<file path="src/logic/spci_pkg.sv">
// package: offsets, fields, reset values and timing of the pin logic
package spci_pkg;

  // ------------------------------------------------------------------
  // register offsets
  // ------------------------------------------------------------------
  localparam logic [4:0] ADDR_PORTA  = 5'h00;
  localparam logic [4:0] ADDR_PORTB  = 5'h01;
  localparam logic [4:0] ADDR_PORTC  = 5'h02;
  localparam logic [4:0] ADDR_DDRA   = 5'h04;
  localparam logic [4:0] ADDR_DDRB   = 5'h05;
  localparam logic [4:0] ADDR_DDRC   = 5'h06;
  localparam logic [4:0] ADDR_CLKCTL = 5'h07;
  localparam logic [4:0] ADDR_ISCR   = 5'h0D;
  localparam logic [4:0] ADDR_PDRA   = 5'h10;
  localparam logic [4:0] ADDR_PDRB   = 5'h11;

  // ------------------------------------------------------------------
  // field positions and reset values
  // ------------------------------------------------------------------
  localparam int ISCR_IRQE    = 7;
  localparam int ISCR_OM      = 5;
  localparam int ISCR_IRQF    = 3;
  localparam int ISCR_IRQR    = 1;
  localparam int CLK_LPO_SEL  = 0;
  localparam int CLK_EPO_PD   = 1;
  localparam int CLK_LPO_FAST = 7;
  localparam int PDRA_PDICH   = 7;
  localparam int PDRA_PDICL   = 6;
  localparam int PB_COMP_BIT  = 4;
  localparam logic       IRQE_RST = 1'b0;
  localparam logic [7:0] PORT_RST = 8'h00;

  // ------------------------------------------------------------------
  // widths and build options
  // ------------------------------------------------------------------
  localparam int PA_W  = 6;
  localparam int PB_W  = 8;
  localparam int PC_W  = 8;
  localparam int KBD_W = 4;
  localparam bit            OPT_LPO_FAST   = 1'b0;
  localparam bit            OPT_IRQ_LEVEL  = 1'b1;
  localparam logic [3:0]    OPT_KBD_MASK   = 4'h0;
  localparam bit            OPT_COMP1_PB4  = 1'b0;
  localparam bit            OPT_PD_INHIBIT = 1'b0;
  localparam bit            OPT_PORTC      = 1'b1;

  // ------------------------------------------------------------------
  // timing
  // ------------------------------------------------------------------
  localparam int unsigned CLK_NS       = 50;
  localparam int unsigned CLK_KHZ      = 20000;
  localparam int unsigned OSC_DIV      = 2;
  localparam int unsigned LPO_SLOW_KHZ = 100;
  localparam int unsigned LPO_FAST_KHZ = 500;
  localparam int unsigned LPO_SLOW_CYC = CLK_KHZ / LPO_SLOW_KHZ;
  localparam int unsigned LPO_FAST_CYC = CLK_KHZ / LPO_FAST_KHZ;
  localparam int unsigned RST_OUT_NS   = 3200;
  localparam int unsigned RST_OUT_CYC  = (RST_OUT_NS + CLK_NS - 1) / CLK_NS;

  typedef enum logic [1:0] {RST_IDLE, RST_DRIVE, RST_RELEASE} spci_rst_e;

endpackage : spci_pkg

</file>
<file path="src/logic/spci_port_if.sv">
// interface: register access between the top and one port
`timescale 1ns/1ps
interface spci_port_if;
  logic [7:0] wdata;
  logic [7:0] pd_bits;
  logic       wr_dat;
  logic       wr_ddr;
  logic       wr_pd;
  logic [7:0] rd_dat;
  logic [7:0] rd_ddr;
  modport ctrl (output wdata, pd_bits, wr_dat, wr_ddr, wr_pd,
                input  rd_dat, rd_ddr);
  modport port (input  wdata, pd_bits, wr_dat, wr_ddr, wr_pd,
                output rd_dat, rd_ddr);
endinterface : spci_port_if

</file>
<file path="src/logic/spci_div.sv">
// module: free-running tick divider for the low-power oscillator
`timescale 1ns/1ps
module spci_div
  import spci_pkg::*;
#(
  parameter int unsigned CYC = LPO_SLOW_CYC
) (
  input  wire logic clk_i,
  input  wire logic rst_n_i,
  output logic      tick_o
);
  localparam int W = $clog2(CYC);
  logic [W-1:0] cnt_q;
  wire          wrap = (cnt_q == W'(CYC - 1));

  always_ff @(posedge clk_i or negedge rst_n_i)
  begin
    if (!rst_n_i)
      cnt_q <= '0;
    else
      cnt_q <= wrap ? '0 : cnt_q + W'(1);
  end

  assign tick_o = wrap;
endmodule : spci_div

</file>
<file path="src/logic/spci_port.sv">
// module: one bidirectional port with direction, latch and pulldowns
`timescale 1ns/1ps
module spci_port
  import spci_pkg::*;
#(
  parameter int W       = 8,
  parameter bit PRESENT = 1'b1,
  parameter bit PD_INH  = 1'b0
) (
  input  wire logic         clk_i,
  input  wire logic         rst_n_i,
  spci_port_if.port         rif,
  input  wire logic [W-1:0] pin_i,
  input  wire logic [W-1:0] alt_en_i,
  input  wire logic [W-1:0] alt_out_i,
  output logic      [W-1:0] pin_o,
  output logic      [W-1:0] pin_oe_n_o,
  output logic      [W-1:0] pulldown_o
);
  localparam logic [W-1:0] EN = PRESENT ? '1 : '0;
  logic [W-1:0] dat_q;
  logic [W-1:0] ddr_q;
  logic [W-1:0] pd_q;

  always_ff @(posedge clk_i or negedge rst_n_i)
  begin
    if (!rst_n_i)
    begin
      dat_q <= PORT_RST[W-1:0];
      ddr_q <= PORT_RST[W-1:0];
      pd_q  <= PORT_RST[W-1:0];
    end
    else
    begin
      if (rif.wr_dat) dat_q <= rif.wdata[W-1:0];
      if (rif.wr_ddr) ddr_q <= rif.wdata[W-1:0];
      if (rif.wr_pd)  pd_q  <= rif.pd_bits[W-1:0];
    end
  end

  // shared functions take the pin over the port latch
  wire [W-1:0] drive = (ddr_q | alt_en_i) & EN;
  assign pin_o      = (alt_en_i & alt_out_i) | (~alt_en_i & dat_q);
  assign pin_oe_n_o = ~drive;
  // pulldown only on a floating input; the option kills all of them
  assign pulldown_o = pd_q & ~drive & EN & {W{~PD_INH}};
  assign rif.rd_dat = 8'((((ddr_q & dat_q) | (~ddr_q & pin_i))) & EN);
  assign rif.rd_ddr = 8'(ddr_q & EN);

  AST_PD_INHIBIT: assert property (@(posedge clk_i) disable iff (!rst_n_i)
    PD_INH |-> pulldown_o == '0)
    else $error("pulldown active while inhibited");
endmodule : spci_port

</file>
<file path="src/logic/spci_top.sv">
// module: clock, reset pin, interrupt pin and port pin control
// ------------------------------------------------------------------
// How it works
// operating clock is oscillator divided by two
// software selects internal low-power oscillator
// external oscillator power-down while on low-power
// option fixes low-power rate 100/500 kHz
// reset pin low returns device to startup
// drive reset pin low on internal resets
// request pin reaches interrupt without clock; only the level path does here, edges need the clock to latch
// option chooses edge-only or edge-plus-level
// option ORs keyboard pins into request
// keyboard pins active high and rising
// request sensitivity applies to keyboard pins
// request pin high voltage picks mode
// port A six lines, four keyboard
// port B shared with timer, comparators, serial
// option lets comparator 1 drive bit 4
// software pulldowns, option inhibits all
// port C eight lines, larger package only
// edge latched pending until software acknowledges
// ------------------------------------------------------------------
//
// Strobed register access and the placing of the registers were chosen for this implementation.
`timescale 1ns/1ps
module spci_top
  import spci_pkg::*;
#(
  parameter bit         LPO_FAST   = OPT_LPO_FAST,
  parameter bit         IRQ_LEVEL  = OPT_IRQ_LEVEL,
  parameter logic [3:0] KBD_MASK   = OPT_KBD_MASK,
  parameter bit         COMP1_PB4  = OPT_COMP1_PB4,
  parameter bit         PD_INHIBIT = OPT_PD_INHIBIT,
  parameter bit         PORTC_EN   = OPT_PORTC
) (
  input  wire logic            clk_i,
  input  wire logic            reset_n_i,
  input  wire logic [4:0]      addr_i,
  input  wire logic [7:0]      wdata_i,
  input  wire logic            wr_i,
  input  wire logic            rd_i,
  output logic      [7:0]      rdata_o,
  output logic                 op_clk_o,
  output logic                 lpo_active_o,
  output logic                 epo_power_down_o,
  input  wire logic            reset_pin_i,
  output logic                 reset_pin_o,
  output logic                 reset_pin_oe_n_o,
  input  wire logic            watchdog_timer_timeout_i,
  input  wire logic            illegal_addr_i,
  input  wire logic            low_voltage_i,
  output logic                 device_reset_n_o,
  input  wire logic            irq_pin_n_i,
  input  wire logic            irq_hv_sense_i,
  output logic                 irq_o,
  output logic                 test_mode_o,
  input  wire logic [PA_W-1:0] port_a_lines_i,
  output logic      [PA_W-1:0] port_a_lines_o,
  output logic      [PA_W-1:0] port_a_lines_oe_n_o,
  output logic      [PA_W-1:0] port_a_pulldown_o,
  input  wire logic [PB_W-1:0] port_b_lines_i,
  input  wire logic [PB_W-1:0] port_b_alt_en_i,
  input  wire logic [PB_W-1:0] port_b_alt_out_i,
  input  wire logic            comp1_out_i,
  output logic      [PB_W-1:0] port_b_lines_o,
  output logic      [PB_W-1:0] port_b_lines_oe_n_o,
  output logic      [PB_W-1:0] port_b_pulldown_o,
  input  wire logic [PC_W-1:0] port_c_lines_i,
  output logic      [PC_W-1:0] port_c_lines_o,
  output logic      [PC_W-1:0] port_c_lines_oe_n_o,
  output logic      [PC_W-1:0] port_c_pulldown_o
);
  localparam int unsigned LPO_CYC = LPO_FAST ? LPO_FAST_CYC : LPO_SLOW_CYC;

  // ------------------------------------------------------------------
  // reset: power reset synchroniser and reset pin
  // ------------------------------------------------------------------
  logic rst_meta_q;
  logic rst_sync_q;
  logic pin_ok_q;
  logic sys_rst_n;

  always_ff @(posedge clk_i or negedge reset_n_i)
  begin
    if (!reset_n_i)
    begin
      rst_meta_q <= 1'b0;
      rst_sync_q <= 1'b0;
    end
    else
    begin
      rst_meta_q <= 1'b1;
      rst_sync_q <= rst_meta_q;
    end
  end

  always_ff @(posedge clk_i or negedge rst_sync_q)
  begin
    if (!rst_sync_q)
      pin_ok_q <= 1'b0;
    else
      pin_ok_q <= reset_pin_i;
  end

  // a low pin, from outside or from ourselves, resets the core
  assign sys_rst_n        = rst_sync_q & pin_ok_q;
  assign device_reset_n_o = sys_rst_n;

  // ------------------------------------------------------------------
  // reset pin driver
  // ------------------------------------------------------------------
  localparam int RW = $clog2(RST_OUT_CYC + 1);
  spci_rst_e     rst_st_q;
  logic [RW-1:0] rst_cnt_q;
  wire           rst_src = watchdog_timer_timeout_i | illegal_addr_i
                           | low_voltage_i;
  wire           rst_done = (rst_cnt_q == RW'(1));

  // driver lives on the power reset only, else it would cut itself off
  always_ff @(posedge clk_i or negedge rst_sync_q)
  begin
    if (!rst_sync_q)
    begin
      rst_st_q  <= RST_IDLE;
      rst_cnt_q <= '0;
    end
    else
    begin
      case (rst_st_q)
        RST_IDLE:
          if (rst_src)
          begin
            rst_st_q  <= RST_DRIVE;
            rst_cnt_q <= RW'(RST_OUT_CYC);
          end
        RST_DRIVE:
        begin
          rst_cnt_q <= rst_cnt_q - RW'(1);
          if (rst_done)
            rst_st_q <= RST_RELEASE;
        end
        RST_RELEASE:
          // wait for the pullup so one source makes one pulse
          if (reset_pin_i && !rst_src)
            rst_st_q <= RST_IDLE;
        default:
          rst_st_q <= RST_IDLE;
      endcase
    end
  end

  assign reset_pin_o      = 1'b0;
  assign reset_pin_oe_n_o = (rst_st_q != RST_DRIVE);

  // ------------------------------------------------------------------
  // register decode
  // ------------------------------------------------------------------
  wire wr_porta = wr_i && (addr_i == ADDR_PORTA);
  wire wr_portb = wr_i && (addr_i == ADDR_PORTB);
  wire wr_portc = wr_i && (addr_i == ADDR_PORTC);
  wire wr_ddra  = wr_i && (addr_i == ADDR_DDRA);
  wire wr_ddrb  = wr_i && (addr_i == ADDR_DDRB);
  wire wr_ddrc  = wr_i && (addr_i == ADDR_DDRC);
  wire wr_clk   = wr_i && (addr_i == ADDR_CLKCTL);
  wire wr_iscr  = wr_i && (addr_i == ADDR_ISCR);
  wire wr_pdra  = wr_i && (addr_i == ADDR_PDRA);
  wire wr_pdrb  = wr_i && (addr_i == ADDR_PDRB);
  wire irq_ack  = wr_iscr && wdata_i[ISCR_IRQR];

  // ------------------------------------------------------------------
  // clock source and divider
  // ------------------------------------------------------------------
  logic lpo_sel_q;
  logic epo_pd_q;
  logic op_q;
  logic lpo_tick;

  spci_div #(
    .CYC     (LPO_CYC)
  ) u_lpo (
    .clk_i   (clk_i),
    .rst_n_i (rst_sync_q),
    .tick_o  (lpo_tick)
  );

  always_ff @(posedge clk_i or negedge sys_rst_n)
  begin
    if (!sys_rst_n)
    begin
      lpo_sel_q <= 1'b0;
      epo_pd_q  <= 1'b0;
    end
    else if (wr_clk)
    begin
      lpo_sel_q <= wdata_i[CLK_LPO_SEL];
      // power-down is refused unless the low-power source is chosen
      epo_pd_q  <= wdata_i[CLK_EPO_PD] & wdata_i[CLK_LPO_SEL];
    end
  end

  // each source edge toggles the clock: source divided by two
  always_ff @(posedge clk_i or negedge sys_rst_n)
  begin
    if (!sys_rst_n)
      op_q <= 1'b0;
    else if (!lpo_sel_q || lpo_tick)
      op_q <= ~op_q;
  end

  assign op_clk_o         = op_q;
  assign lpo_active_o     = lpo_sel_q;
  assign epo_power_down_o = epo_pd_q;

  // ------------------------------------------------------------------
  // interrupt request and keyboard pins
  // ------------------------------------------------------------------
  logic irqe_q;
  logic act_q;
  logic pend_q;
  logic mode_q;
  logic mode_done_q;

  // keyboard pins are active high, unlike the active-low pin
  wire kbd_act = |(KBD_MASK & port_a_lines_i[KBD_W-1:0]);
  wire req_act = ~irq_pin_n_i | kbd_act;
  wire req_rise = req_act & ~act_q;
  // one sensitivity choice covers both the pin and the keyboard
  wire lvl_act = IRQ_LEVEL & req_act;
  wire irqf    = pend_q | lvl_act;

  always_ff @(posedge clk_i or negedge sys_rst_n)
  begin
    if (!sys_rst_n)
    begin
      irqe_q <= IRQE_RST;
      act_q  <= 1'b0;
      pend_q <= 1'b0;
    end
    else
    begin
      act_q <= req_act;
      if (wr_iscr)
        irqe_q <= wdata_i[ISCR_IRQE];
      // a new edge in the acknowledge cycle stays pending
      if (req_rise)
        pend_q <= 1'b1;
      else if (irq_ack)
        pend_q <= 1'b0;
    end
  end

  // level path is pure logic so a stopped clock still wakes the cpu
  assign irq_o = irqe_q & (pend_q | lvl_act);

  // mode is sampled once, at the first edge after reset release
  always_ff @(posedge clk_i or negedge sys_rst_n)
  begin
    if (!sys_rst_n)
    begin
      mode_q      <= 1'b0;
      mode_done_q <= 1'b0;
    end
    else if (!mode_done_q)
    begin
      mode_q      <= irq_hv_sense_i;
      mode_done_q <= 1'b1;
    end
  end

  assign test_mode_o = mode_q;

  // ------------------------------------------------------------------
  // ports
  // ------------------------------------------------------------------
  spci_port_if pa_if ();
  spci_port_if pb_if ();
  spci_port_if pc_if ();

  assign pa_if.wdata   = wdata_i;
  assign pa_if.pd_bits = wdata_i;
  assign pa_if.wr_dat  = wr_porta;
  assign pa_if.wr_ddr  = wr_ddra;
  assign pa_if.wr_pd   = wr_pdra;
  assign pb_if.wdata   = wdata_i;
  assign pb_if.pd_bits = wdata_i;
  assign pb_if.wr_dat  = wr_portb;
  assign pb_if.wr_ddr  = wr_ddrb;
  assign pb_if.wr_pd   = wr_pdrb;
  assign pc_if.wdata   = wdata_i;
  // one bit enables each nibble of port C
  assign pc_if.pd_bits = {{4{wdata_i[PDRA_PDICH]}}, {4{wdata_i[PDRA_PDICL]}}};
  assign pc_if.wr_dat  = wr_portc;
  assign pc_if.wr_ddr  = wr_ddrc;
  assign pc_if.wr_pd   = wr_pdra;

  // comparator 1 output takes bit 4 when the option is built in
  wire [PB_W-1:0] comp_sel = COMP1_PB4 ? PB_W'(1 << PB_COMP_BIT) : '0;
  wire [PB_W-1:0] pb_alt_en = port_b_alt_en_i | comp_sel;
  wire [PB_W-1:0] pb_alt_out =
    (port_b_alt_out_i & ~comp_sel) | (comp_sel & {PB_W{comp1_out_i}});

  spci_port #(
    .W          (PA_W),
    .PRESENT    (1'b1),
    .PD_INH     (PD_INHIBIT)
  ) u_pa (
    .clk_i      (clk_i),
    .rst_n_i    (sys_rst_n),
    .rif        (pa_if),
    .pin_i      (port_a_lines_i),
    .alt_en_i   ('0),
    .alt_out_i  ('0),
    .pin_o      (port_a_lines_o),
    .pin_oe_n_o (port_a_lines_oe_n_o),
    .pulldown_o (port_a_pulldown_o)
  );

  spci_port #(
    .W          (PB_W),
    .PRESENT    (1'b1),
    .PD_INH     (PD_INHIBIT)
  ) u_pb (
    .clk_i      (clk_i),
    .rst_n_i    (sys_rst_n),
    .rif        (pb_if),
    .pin_i      (port_b_lines_i),
    .alt_en_i   (pb_alt_en),
    .alt_out_i  (pb_alt_out),
    .pin_o      (port_b_lines_o),
    .pin_oe_n_o (port_b_lines_oe_n_o),
    .pulldown_o (port_b_pulldown_o)
  );

  spci_port #(
    .W          (PC_W),
    .PRESENT    (PORTC_EN),
    .PD_INH     (PD_INHIBIT)
  ) u_pc (
    .clk_i      (clk_i),
    .rst_n_i    (sys_rst_n),
    .rif        (pc_if),
    .pin_i      (port_c_lines_i),
    .alt_en_i   ('0),
    .alt_out_i  ('0),
    .pin_o      (port_c_lines_o),
    .pin_oe_n_o (port_c_lines_oe_n_o),
    .pulldown_o (port_c_pulldown_o)
  );

  // ------------------------------------------------------------------
  // read data
  // ------------------------------------------------------------------
  logic [7:0] rdata_q;
  wire  [7:0] clk_rd = {LPO_FAST, 5'h00, epo_pd_q, lpo_sel_q};
  wire  [7:0] iscr_rd = {irqe_q, 1'b0, mode_q, 1'b0, irqf, 3'h0};
  // pulldown registers are write-only and read as zero
  wire  [7:0] rd_mux =
    (addr_i == ADDR_PORTA)  ? pa_if.rd_dat :
    (addr_i == ADDR_PORTB)  ? pb_if.rd_dat :
    (addr_i == ADDR_PORTC)  ? pc_if.rd_dat :
    (addr_i == ADDR_DDRA)   ? pa_if.rd_ddr :
    (addr_i == ADDR_DDRB)   ? pb_if.rd_ddr :
    (addr_i == ADDR_DDRC)   ? pc_if.rd_ddr :
    (addr_i == ADDR_CLKCTL) ? clk_rd :
    (addr_i == ADDR_ISCR)   ? iscr_rd : 8'h00;

  always_ff @(posedge clk_i or negedge sys_rst_n)
  begin
    if (!sys_rst_n)
      rdata_q <= 8'h00;
    else
      rdata_q <= rd_i ? rd_mux : 8'h00;
  end

  assign rdata_o = rdata_q;

  // ------------------------------------------------------------------
  // assertions
  // ------------------------------------------------------------------
  logic [7:0] lpo_gap_q;
  always_ff @(posedge clk_i or negedge rst_sync_q)
  begin
    if (!rst_sync_q)
      lpo_gap_q <= 8'h00;
    else
      lpo_gap_q <= lpo_tick ? 8'h00 : lpo_gap_q + 8'h01;
  end

  AST_OP_DIV_TWO: assert property (@(posedge clk_i) disable iff (!sys_rst_n)
    (sys_rst_n && !lpo_sel_q ##1 !lpo_sel_q) |-> op_q != $past(op_q))
    else $error("operating clock not at half the oscillator rate");
  AST_LPO_PERIOD: assert property (@(posedge clk_i) disable iff (!rst_sync_q)
    lpo_tick && $past(lpo_gap_q) != 8'h00
      |-> lpo_gap_q == 8'(LPO_CYC - 1))
    else $error("low-power tick spacing wrong");
  AST_LPO_HOLD: assert property (@(posedge clk_i) disable iff (!sys_rst_n)
    lpo_sel_q && !lpo_tick && !wr_clk |=> op_q == $past(op_q))
    else $error("operating clock moved without a low-power tick");
  AST_EPO_PD: assert property (@(posedge clk_i) disable iff (!sys_rst_n)
    epo_power_down_o |-> lpo_active_o)
    else $error("oscillator powered down while selected");
  AST_RST_DRIVE: assert property (@(posedge clk_i) disable iff (!rst_sync_q)
    rst_st_q == RST_IDLE && rst_src |=> !reset_pin_oe_n_o [*8])
    else $error("reset pin not driven after internal reset");
  AST_PIN_RESET: assert property (@(posedge clk_i) disable iff (!rst_sync_q)
    !reset_pin_i |=> !device_reset_n_o)
    else $error("low reset pin did not reset the core");
  AST_LEVEL_ASYNC: assert property (@(posedge clk_i) disable iff (!sys_rst_n)
    IRQ_LEVEL && irqe_q && !irq_pin_n_i |-> irq_o)
    else $error("level request did not reach the interrupt");
  AST_KBD_POL: assert property (@(posedge clk_i) disable iff (!sys_rst_n)
    irqe_q && irq_pin_n_i && !pend_q
      ##1 kbd_act && !$past(kbd_act) && !irq_ack |=> irq_o)
    else $error("keyboard rising edge lost");
  AST_EDGE_LATCH: assert property (@(posedge clk_i) disable iff (!sys_rst_n)
    req_rise |=> pend_q ##1 (pend_q || $past(irq_ack)))
    else $error("request edge not held pending");
  AST_MODE_HOLD: assert property (@(posedge clk_i) disable iff (!sys_rst_n)
    mode_done_q |=> $stable(mode_q))
    else $error("mode changed after reset release");
  AST_PB4_COMP: assert property (@(posedge clk_i) disable iff (!sys_rst_n)
    COMP1_PB4 |-> port_b_lines_o[PB_COMP_BIT] == comp1_out_i
      && !port_b_lines_oe_n_o[PB_COMP_BIT])
    else $error("comparator not on port B bit 4");
  AST_PC_ABSENT: assert property (@(posedge clk_i) disable iff (!sys_rst_n)
    !PORTC_EN |-> port_c_lines_oe_n_o == '1)
    else $error("absent port C drives its pins");

  COV_EDGE_IRQ: cover property (@(posedge clk_i) disable iff (!sys_rst_n)
    req_rise ##1 irq_ack ##1 !pend_q);
  COV_RST_OUT: cover property (@(posedge clk_i) disable iff (!rst_sync_q)
    rst_st_q == RST_DRIVE ##1 rst_st_q == RST_RELEASE);
  COV_LPO_PD: cover property (@(posedge clk_i) disable iff (!sys_rst_n)
    lpo_sel_q && epo_pd_q && lpo_tick);
  COV_SET_CLR: cover property (@(posedge clk_i) disable iff (!sys_rst_n)
    req_rise && irq_ack);
endmodule : spci_top
</file>
<file path="config.mk">
export PLATFORM = sky130hd
export DESIGN_NAME = spci_top
export DESIGN_NICKNAME = d
export VERILOG_FILES = /design/src/logic/spci_pkg.sv /design/src/logic/spci_port_if.sv /design/src/logic/spci_div.sv /design/src/logic/spci_port.sv /design/src/logic/spci_top.sv
export SDC_FILE = /design/constraint.sdc
export NUM_CORES = 1
export LEC_CHECK = 0
export BUFFER_PORTS_ARGS = -buffer_cell sky130_fd_sc_hd__buf_2
export CAP_MARGIN = 20
export CORE_ASPECT_RATIO = 1.1
export CORE_MARGIN = 2
export CORE_UTILIZATION = 40
export CTS_BUF_LIST = sky130_fd_sc_hd__clkbuf_8 sky130_fd_sc_hd__clkbuf_16
export CTS_CLUSTER_SIZE = 20
export DETAILED_ROUTE_END_ITERATION = 12
export GPL_TIMING_DRIVEN = 0
export SLEW_MARGIN = 15
export SYNTH_ARGS = -nofsm -noshare
export SYNTH_HDL_FRONTEND = slang
export SYNTH_SLANG_ARGS = --single-unit
</file>
<file path="constraint.sdc">
create_clock -name clk_i -period 8.7 [get_ports clk_i]
set_clock_uncertainty 0.05 [all_clocks]
set_input_delay 1.74 -clock clk_i [delete_from_list [all_inputs] [get_ports clk_i]]
set_output_delay 1.74 -clock clk_i [all_outputs]
set_load 0.05 [all_outputs]
</file>
Word-level counts from Yosys, hierarchy flattened
Cells that the tools add are included.

Bitwise gates (word level): 32. Reductions and logical operators: 21. Eq/ne operators: 17. Add/subtract/negate cells: 2. Multiplexer cells: 18.

Operators by type and width (number): $mux 8 (10); $and 8x8->8 (8); $not 8->8 (4); $or 8x8->8 (4); $eq 5x3->1 const B (4); $and 6x6->6 (3); $pmux 7 s2 (1); $logic_and 1x1->1 (12); $not 6->6 (2); $eq 5x5->1 const B (2); $add 8x1->8 const B (1); $eq 8x8->1 const B (1); $eq 7x1->1 const B (1); $mux 7 (1); $sub 7x1->7 const B (1); $mux 2 (3); $ne 2x2->1 const B (3); $or 6x6->6 (1); $pmux 2 s3 (1); $eq 5x1->1 const B (1); $eq 5x2->1 const B (1); $eq 5x4->1 const B (1); $logic_not 5->1 (1); $and 1x1->1 (4); 12 further kinds (19).

Bits in registers: 99. Output and inout port bits: 82. Word-level logic and storage cells: 114. Input bits: 62.

Depth between registers and ports, before layout
Word-level depth: 11. Depth in mapped cells: 6. Gate-level depth less buffers: 5.

By module
Synthesis repeated with hierarchy kept, for this count alone.

Cells, all modules: 466. Area, all modules: 5686.7 um^2.

By module, submodules not included: spci_port (u_pb ...) (times used 2, cells each 83, area each 1265.0 um^2, sequential area each 600.6 um^2); spci_top (times used 1, cells each 199, area each 1775.5 um^2, sequential area each 700.7 um^2); spci_port (u_pa) (times used 1, cells each 68, area each 991.0 um^2, sequential area each 450.4 um^2); spci_div (times used 1, cells each 33, area each 390.4 um^2, sequential area each 200.2 um^2).

Least setup slack after synthesis
OpenSTA, ideal clock, no wires.

Path type: reg2out. Start: register rst_sync_q. End: output port device_reset_n_o. Setup slack: 3.895 ns. Required time: 6.910 ns. Path buffers: 0. Stages on the path, launching flop included: 2. Data arrival time: 3.015 ns. Path through: dfrtp_1 and2_1.

Longest elaborated chain between the ends: 1.

Ends and longest elaborated chain: start, declared (line spci_top.sv:79) `logic rst_sync_q;`; start signal, assigned (line spci_top.sv:93) `rst_sync_q <= rst_meta_q;`; $and 1x1->1 (line spci_top.sv:106) `assign sys_rst_n = rst_sync_q & pin_ok_q;`; end, declared (line spci_top.sv:52) `output logic device_reset_n_o,`.

No other way between the ends.

Worst setup path after layout
Start: input port port_b_alt_en_i[1]. End: output port port_b_pulldown_o[1].

Longest elaborated chain between the ends: 3.

Ends and longest elaborated chain: start, declared (line spci_top.sv:62) `input wire logic [PB_W-1:0] port_b_alt_en_i,`; $or 8x8->8 (line spci_port.sv:42) `wire [W-1:0] drive = (ddr_q | alt_en_i) & EN;`; $not 8->8 (line spci_port.sv:46) `assign pulldown_o = pd_q & ~drive & EN & {W{~PD_INH}};`; $and 8x8->8 (line spci_port.sv:46); end, declared (line spci_top.sv:67) `output logic [PB_W-1:0] port_b_pulldown_o,`.

No other way between the ends.

==> metrics.log <==
[metrics] WL final: 12600 um
[metrics] area added between synthesis and finish: 25.1%
[metrics] placeable core region: 11900 um^2
[metrics] total standard cell area after synthesis: 4840 um^2
[metrics] share of post-route cells with drive strength above 1: 46.1%
[metrics] internal power consumption: 0.934 mW
[metrics] met3 wire length: 704 um
[metrics] # DRC: 0
[metrics] drt first-iter violations: 150
[metrics] largest stage delay on the critical path: 0.25 ns
[metrics] #FFs+latches synth: 96
[metrics] clock tree from TritonCTS: done
[metrics] post-layout utilization of the core: 50.7%
[metrics] TritonCTS Buffers: 9
[metrics] global-route wire length before repair: 19600 um
[metrics] number of input and output port buffers inserted: 136
[metrics] WS Path Type: input pin to output pin
[metrics] CP Buf/Inv Count: 2
[metrics] worst min-delay path class: flip-flop to async pin
[metrics] CTS root buffer: sky130_fd_sc_hd__clkbuf_16
[metrics] post-layout minimum cycle time: 4.21 ns
[metrics] most frequent standard cell in the layout excluding fill and tap cells: sky130_fd_sc_hd__buf_2
[metrics] IR drop worst, VDD: 0.000171 V
[metrics] width of the chip: 109 um
[metrics] max-slew headroom at the worst pin: 50.3%
[metrics] Initial Utilization: 40.5%
[metrics] Gate Count Post-Synth: 404
[metrics] sequential-to-total area share from yosys stat: 49.7%
[metrics] total via count in the routed design: 3678
[metrics] Diodes inserted: 0
[metrics] cells traversed along the worst timing path: buf_2 -> nor2_1 -> and2_1 -> buf_2
[metrics] most numerous cell on the critical path: sky130_fd_sc_hd__buf_2
[metrics] fraction of power consumed by sequential logic: 39.8%
[metrics] count of maximum capacitance violations: 0
[metrics] unrepaired setup endpoints after global routing: no
[metrics] number of top-level pins: 144
[metrics] share of power burned in combinational logic: 33.6%
[metrics] run status: complete, no violations
[metrics] die height: 119 um
[metrics] Synth Area per Inst: 12.0 um^2
[metrics] die footprint: 13000 um^2
[metrics] number of search-and-repair iterations in the first detailed-routing pass: 4
[metrics] vias in the first global route: 3625
[metrics] power density of the placed cells: 251 nW/um^2
[metrics] Final Wtd Congestion: 0.822
[metrics] PostCTS Resize Cnt: 0
[metrics] Top delay family on crit path: buffers and inverters
[metrics] clock network latency to the later pin of the worst-skew pair: 0.34 ns
[metrics] wl on met1: 5710 um
[metrics] number of warnings printed during yosys synthesis: 0
[metrics] highest metal layer with signal wires: met4
[metrics] top flip-flop cell by instance count after synthesis: sky130_fd_sc_hd__dfrtp_1
[metrics] P_leak: 3.02 nW
[metrics] # clock sinks: 96
[metrics] Avg WL per Cell: 17.7 um
[metrics] number of enable flip-flop cells after synthesis: 0
[metrics] kind of capture point of the worst setup path: output pin
[metrics] achievable frequency: 0.237 GHz
[metrics] category of the worst setup path launch point: input pin
[metrics] post-synthesis async set-or-reset flop share: 100%
[metrics] CTS HTree Levels: 3
[metrics] switching component of the power: 0.585 mW
[metrics] row count: 42
[metrics] measured slew at the worst slew-check pin: 0.745 ns
[metrics] Final HPWL DP: 9160 um
[metrics] net switching fraction of the power: 38.5%
[metrics] Data required, critical path: 6.91 ns
[metrics] post-synth cell types: 64
[metrics] hold buffer count at CTS: 0
[metrics] commonest cells after routing, fill and taps aside: sky130_fd_sc_hd__buf_2, sky130_fd_sc_hd__dfrtp_1, sky130_fd_sc_hd__mux2_2
[metrics] detail-routed via count per cell: 5.17
[metrics] amount of wire on met2 after detailed routing: 5890 um
[metrics] share of the clock period used by the worst path after layout: 48.4%
[metrics] Max Buffers Root-to-Sink: 2
[metrics] number of endpoints failing setup at the final stage: 0
[metrics] antenna-violating nets left: 0
[metrics] clock power share: 26.6%
[metrics] Worst-path clk slew: 0.07 ns
[metrics] GR Overflow Total: 0
[metrics] initial antenna violation count: 0
[metrics] total routing resource utilization after global routing: 20.1%
[metrics] Final Slew Violations: 0
[metrics] Final Hold Viols: 0
[metrics] pin count of the biggest net entering global routing: 53
[metrics] Arr. time, crit path: 2.42 ns
[metrics] highest-delay cell along the critical path: sky130_fd_sc_hd__buf_2
[metrics] postcts setup bufs: 0
[metrics] sum of negative setup slack: 0 ns
[metrics] critical path fanouts, max: 2
[metrics] number of nets in the finished design: 618
## layout make-up
class / instances / area (um^2)
fillers: 1126 / 5880
clock buffers: 11 / 253
flip-flops and latches: 96 / 2400
clock inverters: 4 / 53.8
multi-input cells: 280 / 2300
repair buffers: 137 / 708
plain buffers: 10 / 71.3
inverters: 19 / 71.3
well taps: 154 / 193
## routing by layer
metal / up-vias / global-route usage [%]
li1: 1745 / -
met3: 21 / 4.11
met1: 1791 / 27.7
met4: 0 / 7.61
met2: 121 / 31.2
met5: - / 0
## Yosys cell counts, types with 3 or more instances
cell type / count / area [um^2]
sky130_fd_sc_hd__dfrtp_1: 96 / 2400
sky130_fd_sc_hd__and3_1: 3 / 18.8
sky130_fd_sc_hd__a21oi_1: 13 / 65.1
sky130_fd_sc_hd__nand2_2: 3 / 18.8
sky130_fd_sc_hd__nor2_1: 21 / 78.8
sky130_fd_sc_hd__mux2_4: 8 / 120
sky130_fd_sc_hd__a211oi_1: 4 / 30.0
sky130_fd_sc_hd__mux2_2: 69 / 777
sky130_fd_sc_hd__buf_2: 3 / 15.0
sky130_fd_sc_hd__inv_1: 19 / 71.3
sky130_fd_sc_hd__xnor2_1: 3 / 26.3
sky130_fd_sc_hd__mux2i_1: 19 / 190
sky130_fd_sc_hd__nor2b_1: 20 / 125
sky130_fd_sc_hd__o21ai_0: 19 / 95.1
sky130_fd_sc_hd__o22ai_1: 6 / 37.5
sky130_fd_sc_hd__and2_1: 10 / 62.6
sky130_fd_sc_hd__nand4_1: 3 / 18.8
sky130_fd_sc_hd__nand2_1: 15 / 56.3
sky130_fd_sc_hd__nand2b_1: 3 / 18.8
sky130_fd_sc_hd__ha_1: 3 / 37.5
sky130_fd_sc_hd__buf_6: 3 / 33.8
sky130_fd_sc_hd__nand3_1: 6 / 30.0
## power by group through the flow
stage / clock, mW / sequential [mW] / combinational (mW)
floorplan: 0 / 0.654 / 0.339
global placement: 0 / 0.608 / 0.505
detailed placement: 0 / 0.612 / 0.513
CTS: 0.414 / 0.605 / 0.514
global route: 0.433 / 0.619 / 0.545
finish: 0.403 / 0.605 / 0.510
## worst register-to-register path, delay by kind of cell (launching register included)
kind,cells,cell delay (ns)
simple gates,2,0.55
compound gates,2,0.37
flops,1,0.36
fa+ha+maj,1,0.24
## stage by stage
step / cells / hold slack, ns / instance area [um^2] / power [mW] / setup WS [ns]
6_report: 711 / 0.228 / 6050 / 1.52 / 4.49
5_1_grt: 711 / 0.277 / 6050 / 1.60 / 4.28
4_1_cts: 711 / 0.248 / 6050 / 1.53 / 4.47
3_5_place_dp: 696 / 0.240 / 5740 / 1.13 / 4.48
3_3_place_gp: 695 / 0.274 / 5710 / 1.11 / 2.64
2_1_floorplan: 405 / 0.182 / 4840 / 0.993 / 3.89
## logic make-up after synthesis
| kind of cell | synth area share [%] |
|---|---|
| AND/OR/NAND/NOR | 14.9 |
| multiplexers | 22.5 |
| flip-flops | 49.7 |
| AO/OA/AOI/OAI | 8.17 |
| buffers and inverters | 2.95 |
| XOR/XNOR | 0.905 |
| adder cells (fa/ha/maj) | 0.776 |
| other | 0.155 |
## flip-flops by register name (all words and copies together) (netlist names), 7 cells and up
| name | flops |
|---|---|
| u_pc.dat_q | 8 |
| u_pb.rif.rd_ddr | 8 |
| rst_cnt_q | 7 |
| rdata_o | 8 |
| u_pc.rif.rd_ddr | 8 |
| u_lpo.cnt_q | 8 |
| u_pb.pd_q | 8 |
| u_pb.dat_q | 8 |
## final timing paths
| check | to | depth (start not counted) | start | slack, ns |
|---|---|---|---|---|
| hold / removal | pend_q$_DFFE_PN0P_ | 1 | pin_ok_q$_DFF_PN0_ | 0.23 |
| setup reg to reg | u_lpo.cnt_q[7]$_DFF_PN0_ | 5 | u_lpo.cnt_q[0]$_DFF_PN0_ | 7.02 |
| min in group clk_i | rst_sync_q$_DFF_PN0_ | 0 | rst_meta_q$_DFF_PN0_ | 0.30 |
| max in group asynchronous | u_pc.dat_q[6]$_DFFE_PN0P_ | 2 | rst_sync_q$_DFF_PN0_ | 7.14 |
| hold reg to reg | pend_q$_DFFE_PN0P_ | 1 | pin_ok_q$_DFF_PN0_ | 0.23 |
| setup / recovery | port_b_pulldown_o[1] | 4 | port_b_alt_en_i[1] | 4.49 |
No activity file was read; power rests on OpenSTA's default activity.
